===== src/shared/icu_pkg.sv =====
// Constants shared by the input capture unit and its channels.
package icu_pkg;

    // Number of identical capture channels
    localparam int ICU_CHANNELS = 4;

    // Capture mode codes held in each control register
    localparam logic [3:0] ICU_MODE_OFF = 4'h0;
    localparam logic [3:0] ICU_MODE_FALL = 4'h4;
    localparam logic [3:0] ICU_MODE_RISE = 4'h5;
    localparam logic [3:0] ICU_MODE_RISE4 = 4'h6;
    localparam logic [3:0] ICU_MODE_RISE16 = 4'h7;

    // Last prescaler count before a capture fires
    localparam logic [3:0] ICU_DIV4_LAST = 4'h3;
    localparam logic [3:0] ICU_DIV16_LAST = 4'hf;

    // Register byte offsets
    localparam logic [7:0] ICU_CTRL_BASE = 8'h00;
    localparam logic [7:0] ICU_VALUE_BASE = 8'h10;
    localparam logic [7:0] ICU_FLAG_OFS = 8'h20;
    localparam logic [7:0] ICU_MASK_OFS = 8'h24;
    localparam logic [7:0] ICU_PORT_OFS = 8'h28;

    // Field positions inside the port register
    localparam int ICU_OUT_LSB = 0;
    localparam int ICU_DIR_LSB = 4;

    // Reset values
    localparam logic [3:0] ICU_CTRL_RST = 4'h0;
    localparam logic [3:0] ICU_MASK_RST = 4'h0;
    localparam logic [3:0] ICU_OUT_RST = 4'h0;
    localparam logic [3:0] ICU_DIR_RST = 4'hf;

    // Bus responses
    localparam logic [1:0] ICU_RESP_OKAY = 2'h0;
    localparam logic [1:0] ICU_RESP_SLVERR = 2'h2;

endpackage : icu_pkg


===== src/verilog/icu_channel.sv =====
// One capture channel: pin synchroniser, edge select, prescaler, latch.
`timescale 1ns/1ps
`default_nettype none

module icu_channel
    import icu_pkg::*;
(
    input wire logic sys_clk_i,
    input wire logic reset_i,
    input wire logic pin_i,
    input wire logic [3:0] mode_i,
    input wire logic [7:0] timer_high_i,
    input wire logic [7:0] timer_low_i,
    output logic event_o,
    output logic [15:0] value_o
);

    // All channel state in one word
    typedef struct packed {
        logic sync1;
        logic sync2;
        logic prev;
        logic [3:0] pscnt;
        logic [15:0] value;
        logic evt;
    } icu_chan_state_type;

    icu_chan_state_type q; // Registered state
    icu_chan_state_type d; // Next state
    logic rise; // Synchronised rising edge
    logic fall; // Synchronised falling edge
    logic hit; // Capture fires this cycle

    // Next-state logic
    always_comb begin
        d = q;
        d.evt = 1'b0;
        hit = 1'b0;
        // pin level sampled
        // Pin level is watched whatever drives it, so port writes count
        d.sync1 = pin_i;
        d.sync2 = q.sync1;
        d.prev = q.sync2;
        rise = q.sync2 & ~q.prev;
        fall = ~q.sync2 & q.prev;
        unique case (mode_i)
            ICU_MODE_FALL: begin
                hit = fall;
            end
            ICU_MODE_RISE: begin
                hit = rise;
            end
            ICU_MODE_RISE4: begin
                if (rise) begin
                    if (q.pscnt == ICU_DIV4_LAST) begin
                        hit = 1'b1;
                        d.pscnt = '0;
                    end else begin
                        d.pscnt = 4'(q.pscnt + 4'h1);
                    end
                end
            end
            ICU_MODE_RISE16: begin
                if (rise) begin
                    if (q.pscnt == ICU_DIV16_LAST) begin
                        hit = 1'b1;
                        d.pscnt = '0;
                    end else begin
                        d.pscnt = 4'(q.pscnt + 4'h1);
                    end
                end
            end
            default: begin
                d.pscnt = '0;
            end
        endcase
        if (hit) begin
            d.value = {timer_high_i, timer_low_i};
        end
        d.evt = hit;
    end

    // State register; reset clears prescaler
    always_ff @(posedge sys_clk_i) begin
        if (reset_i) begin
            q <= '0;
        end else begin
            q <= d;
        end
    end

    assign event_o = q.evt;
    assign value_o = q.value;

    property p_edge_rise;
        @(posedge sys_clk_i) disable iff (reset_i)
        ($rose(pin_i) && mode_i == ICU_MODE_RISE)
            ##2 (mode_i == ICU_MODE_RISE) |=> event_o;
    endproperty
    a_edge_rise: assert property (p_edge_rise)
        else $error("rising edge not captured after sync delay");

    property p_value;
        @(posedge sys_clk_i) disable iff (reset_i)
        event_o |-> value_o == $past({timer_high_i, timer_low_i});
    endproperty
    a_value: assert property (p_value)
        else $error("captured value differs from timer");

    property p_off_hold;
        @(posedge sys_clk_i) disable iff (reset_i)
        (mode_i != ICU_MODE_RISE4 && mode_i != ICU_MODE_RISE16 &&
         mode_i != ICU_MODE_FALL && mode_i != ICU_MODE_RISE)
            |=> q.pscnt == 4'h0;
    endproperty
    a_off_hold: assert property (p_off_hold)
        else $error("prescaler not cleared outside capture");

    property p_off_quiet;
        @(posedge sys_clk_i) disable iff (reset_i)
        (mode_i == ICU_MODE_OFF) |=> !event_o;
    endproperty
    a_off_quiet: assert property (p_off_quiet)
        else $error("capture while switched off");

    property p_div4;
        @(posedge sys_clk_i) disable iff (reset_i)
        ($past(mode_i) == ICU_MODE_RISE4 && event_o)
            |-> $past(q.pscnt) == ICU_DIV4_LAST;
    endproperty
    a_div4: assert property (p_div4)
        else $error("divide-by-four capture at wrong count");

    property p_reset_clear;
        @(posedge sys_clk_i)
        reset_i |=> q.pscnt == 4'h0 && !event_o;
    endproperty
    a_reset_clear: assert property (p_reset_clear)
        else $error("reset left prescaler running");

endmodule : icu_channel

`default_nettype wire


===== src/verilog/icu_top.sv =====
// Input capture unit: four channels behind an AXI4-Lite register slave.
//
// Local design decisions: the address map and the AXI4-Lite interface to the registers.
`timescale 1ns/1ps
`default_nettype none

module icu_top
    import icu_pkg::*;
(
    input wire logic sys_clk_i,
    input wire logic reset_i,
    input wire logic [7:0] s_axi_awaddr_i,
    input wire logic s_axi_awvalid_i,
    output logic s_axi_awready_o,
    input wire logic [31:0] s_axi_wdata_i,
    input wire logic [3:0] s_axi_wstrb_i,
    input wire logic s_axi_wvalid_i,
    output logic s_axi_wready_o,
    output logic [1:0] s_axi_bresp_o,
    output logic s_axi_bvalid_o,
    input wire logic s_axi_bready_i,
    input wire logic [7:0] s_axi_araddr_i,
    input wire logic s_axi_arvalid_i,
    output logic s_axi_arready_o,
    output logic [31:0] s_axi_rdata_o,
    output logic [1:0] s_axi_rresp_o,
    output logic s_axi_rvalid_o,
    input wire logic s_axi_rready_i,
    input wire logic [3:0] capture_input_pin_i,
    output logic [3:0] capture_input_pin_o,
    output logic [3:0] capture_input_pin_oe_o,
    input wire logic [7:0] timer_one_count_high_i,
    input wire logic [7:0] timer_one_count_low_i,
    output logic irq_o
);

    // All register and bus state in one word
    typedef struct packed {
        logic aw_full;
        logic [7:0] aw_addr;
        logic w_full;
        logic [31:0] w_data;
        logic [3:0] w_strb;
        logic bvalid;
        logic [1:0] bresp;
        logic rvalid;
        logic [31:0] rdata;
        logic [1:0] rresp;
        logic [3:0][3:0] ctrl;
        logic [3:0] flags;
        logic [3:0] mask;
        logic [3:0] pout;
        logic [3:0] pdir;
    } icu_top_state_type;

    icu_top_state_type q; // Registered state
    icu_top_state_type d; // Next state
    logic [3:0] chan_evt; // Capture pulses from channels
    logic [3:0][15:0] chan_value; // Captured counts
    logic [3:0] flag_clr; // Write-one-to-clear request
    logic do_write; // Address and data both held
    logic [7:0] wa; // Word-aligned write address
    logic [7:0] ra; // Word-aligned read address

    for (genvar i = 0; i < ICU_CHANNELS; i++) begin : g_chan
        icu_channel u_chan (
            .sys_clk_i(sys_clk_i),
            .reset_i(reset_i),
            .pin_i(capture_input_pin_i[i]),
            .mode_i(q.ctrl[i]),
            .timer_high_i(timer_one_count_high_i),
            .timer_low_i(timer_one_count_low_i),
            .event_o(chan_evt[i]),
            .value_o(chan_value[i])
        );
    end

    // Handshake readies; a held beat blocks the next until answered
    assign s_axi_awready_o = ~q.aw_full & ~q.bvalid;
    assign s_axi_wready_o = ~q.w_full & ~q.bvalid;
    assign s_axi_arready_o = ~q.rvalid;
    assign do_write = q.aw_full & q.w_full & ~q.bvalid;
    assign wa = {q.aw_addr[7:2], 2'b00};
    assign ra = {s_axi_araddr_i[7:2], 2'b00};

    // Next-state logic: bus channels, register writes, flags, reads
    always_comb begin
        d = q;
        flag_clr = 4'h0;
        // Catch address and data in either order
        if (s_axi_awvalid_i && s_axi_awready_o) begin
            d.aw_full = 1'b1;
            d.aw_addr = s_axi_awaddr_i;
        end
        if (s_axi_wvalid_i && s_axi_wready_o) begin
            d.w_full = 1'b1;
            d.w_data = s_axi_wdata_i;
            d.w_strb = s_axi_wstrb_i;
        end
        // Response leaves once the master takes it
        if (q.bvalid && s_axi_bready_i) begin
            d.bvalid = 1'b0;
        end
        // Perform the write; only byte lane 0 holds fields
        if (do_write) begin
            d.aw_full = 1'b0;
            d.w_full = 1'b0;
            d.bvalid = 1'b1;
            d.bresp = ICU_RESP_OKAY;
            if (wa[7:4] == ICU_CTRL_BASE[7:4]) begin
                if (q.w_strb[0]) begin
                    d.ctrl[wa[3:2]] = q.w_data[3:0];
                end
            end else if (wa[7:4] == ICU_VALUE_BASE[7:4]) begin
                // Captured values are read-only; write ignored
                d.bresp = ICU_RESP_OKAY;
            end else if (wa == ICU_FLAG_OFS) begin
                if (q.w_strb[0]) begin
                    flag_clr = q.w_data[3:0];
                end
            end else if (wa == ICU_MASK_OFS) begin
                if (q.w_strb[0]) begin
                    d.mask = q.w_data[3:0];
                end
            end else if (wa == ICU_PORT_OFS) begin
                if (q.w_strb[0]) begin
                    d.pout = q.w_data[ICU_OUT_LSB +: 4];
                    d.pdir = q.w_data[ICU_DIR_LSB +: 4];
                end
            end else begin
                // Unmapped address
                d.bresp = ICU_RESP_SLVERR;
            end
        end
        // only software writes or reset clear; a new event beats the clear
        d.flags = (q.flags & ~flag_clr) | chan_evt;
        // Read answer once the master takes it
        if (q.rvalid && s_axi_rready_i) begin
            d.rvalid = 1'b0;
        end
        if (s_axi_arvalid_i && s_axi_arready_o) begin
            d.rvalid = 1'b1;
            d.rresp = ICU_RESP_OKAY;
            d.rdata = 32'h0;
            if (ra[7:4] == ICU_CTRL_BASE[7:4]) begin
                d.rdata[3:0] = q.ctrl[ra[3:2]];
            end else if (ra[7:4] == ICU_VALUE_BASE[7:4]) begin
                // Reading does not disturb later overwrites
                d.rdata[15:0] = chan_value[ra[3:2]];
            end else if (ra == ICU_FLAG_OFS) begin
                d.rdata[3:0] = q.flags;
            end else if (ra == ICU_MASK_OFS) begin
                d.rdata[3:0] = q.mask;
            end else if (ra == ICU_PORT_OFS) begin
                d.rdata[ICU_OUT_LSB +: 4] = q.pout;
                d.rdata[ICU_DIR_LSB +: 4] = q.pdir;
            end else begin
                // Unmapped reads answer zero with an error
                d.rresp = ICU_RESP_SLVERR;
            end
        end
    end

    // State register with synchronous reset
    always_ff @(posedge sys_clk_i) begin
        if (reset_i) begin
            q <= '0;
            q.ctrl <= {ICU_CTRL_RST, ICU_CTRL_RST, ICU_CTRL_RST,
                       ICU_CTRL_RST};
            q.mask <= ICU_MASK_RST;
            q.pout <= ICU_OUT_RST;
            q.pdir <= ICU_DIR_RST;
        end else begin
            q <= d;
        end
    end

    // Outputs straight from flops
    assign s_axi_bvalid_o = q.bvalid;
    assign s_axi_bresp_o = q.bresp;
    assign s_axi_rvalid_o = q.rvalid;
    assign s_axi_rdata_o = q.rdata;
    assign s_axi_rresp_o = q.rresp;
    // Direction bit high means input, so the driver is off by default
    assign capture_input_pin_o = q.pout;
    assign capture_input_pin_oe_o = ~q.pdir;
    // Level interrupt while any unmasked flag is set
    assign irq_o = |(q.flags & q.mask);

    property p_flag_set;
        @(posedge sys_clk_i) disable iff (reset_i)
        (chan_evt != 4'h0) |=> (q.flags & $past(chan_evt)) ==
            $past(chan_evt);
    endproperty
    a_flag_set: assert property (p_flag_set)
        else $error("capture did not set its flag");

    property p_flag_hold;
        @(posedge sys_clk_i) disable iff (reset_i)
        (flag_clr == 4'h0) |=> (q.flags & $past(q.flags)) ==
            $past(q.flags);
    endproperty
    a_flag_hold: assert property (p_flag_hold)
        else $error("flag dropped without a clear");

    property p_b_hold;
        @(posedge sys_clk_i) disable iff (reset_i)
        (s_axi_bvalid_o && !s_axi_bready_i)
            |=> s_axi_bvalid_o && $stable(s_axi_bresp_o);
    endproperty
    a_b_hold: assert property (p_b_hold)
        else $error("write response withdrawn early");

    property p_wr_answer;
        @(posedge sys_clk_i) disable iff (reset_i)
        (q.aw_full && q.w_full) |=> s_axi_bvalid_o ##0
            (!q.aw_full && !q.w_full);
    endproperty
    a_wr_answer: assert property (p_wr_answer)
        else $error("write not answered next cycle");

endmodule : icu_top

`default_nettype wire

===== config.mk =====
export PLATFORM = sky130hd
export DESIGN_NAME = icu_top
export DESIGN_NICKNAME = d
export VERILOG_FILES = /design/src/shared/icu_pkg.sv /design/src/verilog/icu_channel.sv /design/src/verilog/icu_top.sv
export SDC_FILE = /design/constraint.sdc
export NUM_CORES = 1
export LEC_CHECK = 0
export BUFFER_PORTS_ARGS = -buffer_cell sky130_fd_sc_hd__buf_2
export CELL_PAD_IN_SITES_DETAIL_PLACEMENT = 0
export CELL_PAD_IN_SITES_GLOBAL_PLACEMENT = 1
export CORE_MARGIN = 10
export CORE_UTILIZATION = 45
export CTS_BUF_LIST = sky130_fd_sc_hd__clkbuf_8
export DETAILED_ROUTE_END_ITERATION = 7
export PLACE_DENSITY_LB_ADDON = 0.3
export SETUP_SLACK_MARGIN = 0.4
export SYNTH_ARGS = -nofsm -noshare
export SYNTH_HDL_FRONTEND = slang
export SYNTH_SLANG_ARGS = --single-unit

===== constraint.sdc =====
create_clock -name sys_clk_i -period 2.1 [get_ports sys_clk_i]
set_input_delay 0.21 -clock sys_clk_i [delete_from_list [all_inputs] [get_ports sys_clk_i]]
set_output_delay 0.21 -clock sys_clk_i [all_outputs]
set_load 0.05 [all_outputs]

==> metrics.txt <==
Cell Int Power 4.86 mW; vias per cell approximately 5.3; Final #Nets between 900 and 1k; Detail Route Antenna Nets 0; power share of the clock group approximately two fifths; slowest CP cell or3b_1; final-report setup violation count 0; Worst-Margin Slew between 0.8 and 0.9 ns; Post-synth EDFFs 0; MaxCap Viol Count 0; die height about 150 um; share of the core filled with cells between 50% and 60%; GRT met3 Usage between 4 and 5%; fin crit share just under 80%; Pins Over Slew Limit 0; WHS ~0.028 ns; Ys Warns 0; worst vdd ir 0.349 mV; Comb pwr share 9.3%; Rows 47; Setup TNS 0 ns; gpl congestion 0.814; Synth cell types 54; share of cells above drive strength 1 approximately 22%; vias in the first global route around 5.8k; DRC Markers 0; Post-Syn Instances between 700 and 800; ant diodes 0; RSZ-0062 raised after global routing no; Synth area leaders dfxtp_1 43%, mux2i_1 14%, nand2b_1 7.2%, mux4_2 5.6%, buf_4 4.2%; global-route wire length before repair about 29000 um; die width between 150 and 200 um; pre-CTS WS approximately 0.28 ns; maximum clock path buffer count 2; Min Clock Period, post-route about 1.6 ns; clk_lat worst skew roughly 0.46 ns; Clock Tree Root clkbuf_8; Yosys top cell area share a little over two fifths; Lkg Pwr 3.81 nW; GRT Overall Usage 16.3%; Top Usage Layer GRT met2; final hold vios 0; Main synth FF type dfxtp_1; synthesis-stage register bit count 165; Avg WL per Cell approximately 17 um; Power Density around 730 mW/mm2; M2 GR Usage roughly 28%; total number of vias 5682; die area about 0.023 mm2; crit-path cells or3b_1, a211o_1, o31a_1, buf_12, mux2i_1; TritonRoute pass-1 iters 6; initial core utilization between 40% and 50%; register area share after synthesis between 40% and 50%; overflow left after global routing 0; sequential power share between 40% and 50%; Clock Sinks between 150 and 200; CTS tree built; Post-Route WL 18400 um; Synth Area per Inst approximately 10 um2; Max Clk Rate a little over 0.6 GHz; worst rel slew slack roughly 45%; Hold Crit Class primary input to flop; GR met1 Demand/Resource around 20%; num ports 129; WS Path Type flop to flop; synth cell count leaders 165 x dfxtp_1, 104 x mux2i_1, 89 x nand2b_1; DP HPWL approximately 13000 um; asr flop ratio synth 0%; Post-Synthesis Cell Area 0.00769 mm2; Final Skew 0.0141 ns; PnR Total Power about 6.4 mW; sw power ~1.6 mW; status completed; Data required, critical path between 2 and 2.5 ns; Worst setup EP type flop; Max Fanout on Critical Path 17; largest area contributor in the netlist dfxtp_1; initial antenna violation count 0; initial DRC count around 260; largest net degree at the start of global routing 96; clk slew on worst S/H paths ~0.09 ns; core area around 0.017 mm2; CP max stage delay between 0.3 and 0.4 ns; switch share about a quarter; Worst setup SP type flop; port buffer count between 70 and 80; count leader, synth dfxtp_1; Layout area overhead 15.5%; worst setup margin between 0.4 and 0.5 ns; CTS buffer count 17; crit path DAT between 1.5 and 2 ns; H-Tree Depth 4
## registers in the layout, indices dropped and copies added, names as in the netlist
| signal | cells |
|---|---|
| capture_input_pin_o | 4 |
| g_chan.u_chan.d | 8 |
| g_chan.u_chan.event_o | 4 |
| g_chan.u_chan.q | 20 |
| g_chan.u_chan.value_o | 64 |
| q | 45 |
| s_axi_bresp_o | 1 |
| s_axi_bvalid_o | 1 |
| s_axi_rdata_o | 16 |
| s_axi_rresp_o | 1 |
| s_axi_rvalid_o | 1 |
## routing by layer
metal,up-vias,routed length [um]
met2,128,8930
li1,2787,-
met3,20,1020
met5,-,0
met4,0,307
met1,2747,8180
## through the flow
| step | instance area (um2) | cells |
|---|---|---|
| final | 8880 | 1079 |
| after global routing | 8880 | 1079 |
| after CTS | 8830 | 1078 |
| after detailed placement | 8160 | 1025 |
| after global placement | 8160 | 1025 |
| after floorplan | 7760 | 785 |
## area by class of cell
| class | instances | area [um2] |
|---|---|---|
| Fill cell | 1485 | 7760 |
| Multi-Input combinational cell | 524 | 3930 |
| Sequential cell | 165 | 3310 |
| Timing Repair Buffer | 128 | 868 |
| Tap cell | 220 | 275 |
| Clock buffer | 19 | 262 |
| Clock inverter | 13 | 205 |
| Inverter | 10 | 37.5 |
## worst paths after layout
path | slack [ns] | endpoint | depth (start not counted) | startpoint
min | 0.03 | q[109] | 3 | s_axi_awaddr_i[2]
max reg2reg | 0.46 | g_chan[0].u_chan.value_o[10] | 5 | q[16]
max | 0.46 | g_chan[0].u_chan.value_o[10] | 5 | q[16]
min reg2reg | 0.45 | q[12] | 2 | g_chan[0].u_chan.event_o
## what timing repair did
| item | in CTS | in global routing |
|---|---|---|
| setup endpoints to repair | 52 | 67 |
| pin swaps | 4 | 1 |
| gates resized for setup | 4 | 13 |
| endpoints found under the hold margin | 18 | 0 |
| buffers inserted | 3 | 1 |
| hold buffers | 18 | 0 |
## layout by cell type (no fill, tap or decap), types with 8 or more instances in the layout
cell           instances
clkbuf_8              19
a211oi_1              10
mux4_2                19
a21oi_1               30
nand2b_1              89
dfxtp_1              160
nor2b_1               19
mux2i_1              103
buf_4                 26
nor3_1                13
nand4_1                8
inv_1                 11
nor2_1                71
buf_2                 78
dlygate4sd3_1         18
conb_1                18
nand3b_1               9
a22oi_1               13
nand2_1               28
## cells by family (layout without fill, tap and decap cells)
logic type                 count (synthesis)  after routing  synth area share [%]
buffers and inverters                     96            170                  7.47
adders and majority gates                  4              4                 0.651
and+or+nand+nor                          285            285                  21.4
muxes                                    123            123                  19.1
AOI/OAI and AO/OA                         89             89                  7.75
other                                      1             18                0.0488
xor gates and xnor gates                   5              5                 0.570
DFF                                      165            165                  43.0
## worst max-delay path, delay by kind of cell, from the launching register on
family | cells | cell delay (ns)
and+or+nand+nor | 1 | 0.38
AOI/OAI and AO/OA | 2 | 0.45
DFF | 1 | 0.37
buffers and inverters | 1 | 0.18
muxes | 1 | 0.14
## power by group through the flow
stage	registers, mW	logic, mW	clock network (mW)
2_1_floorplan	3.28	0.440	0
3_3_place_gp	3.29	0.560	0
3_5_place_dp	3.29	0.569	0
4_1_cts	3.22	0.595	2.70
5_1_grt	3.22	0.644	2.82
6_report	3.22	0.597	2.64
Note: power is estimated with default switching activity, not from simulation.
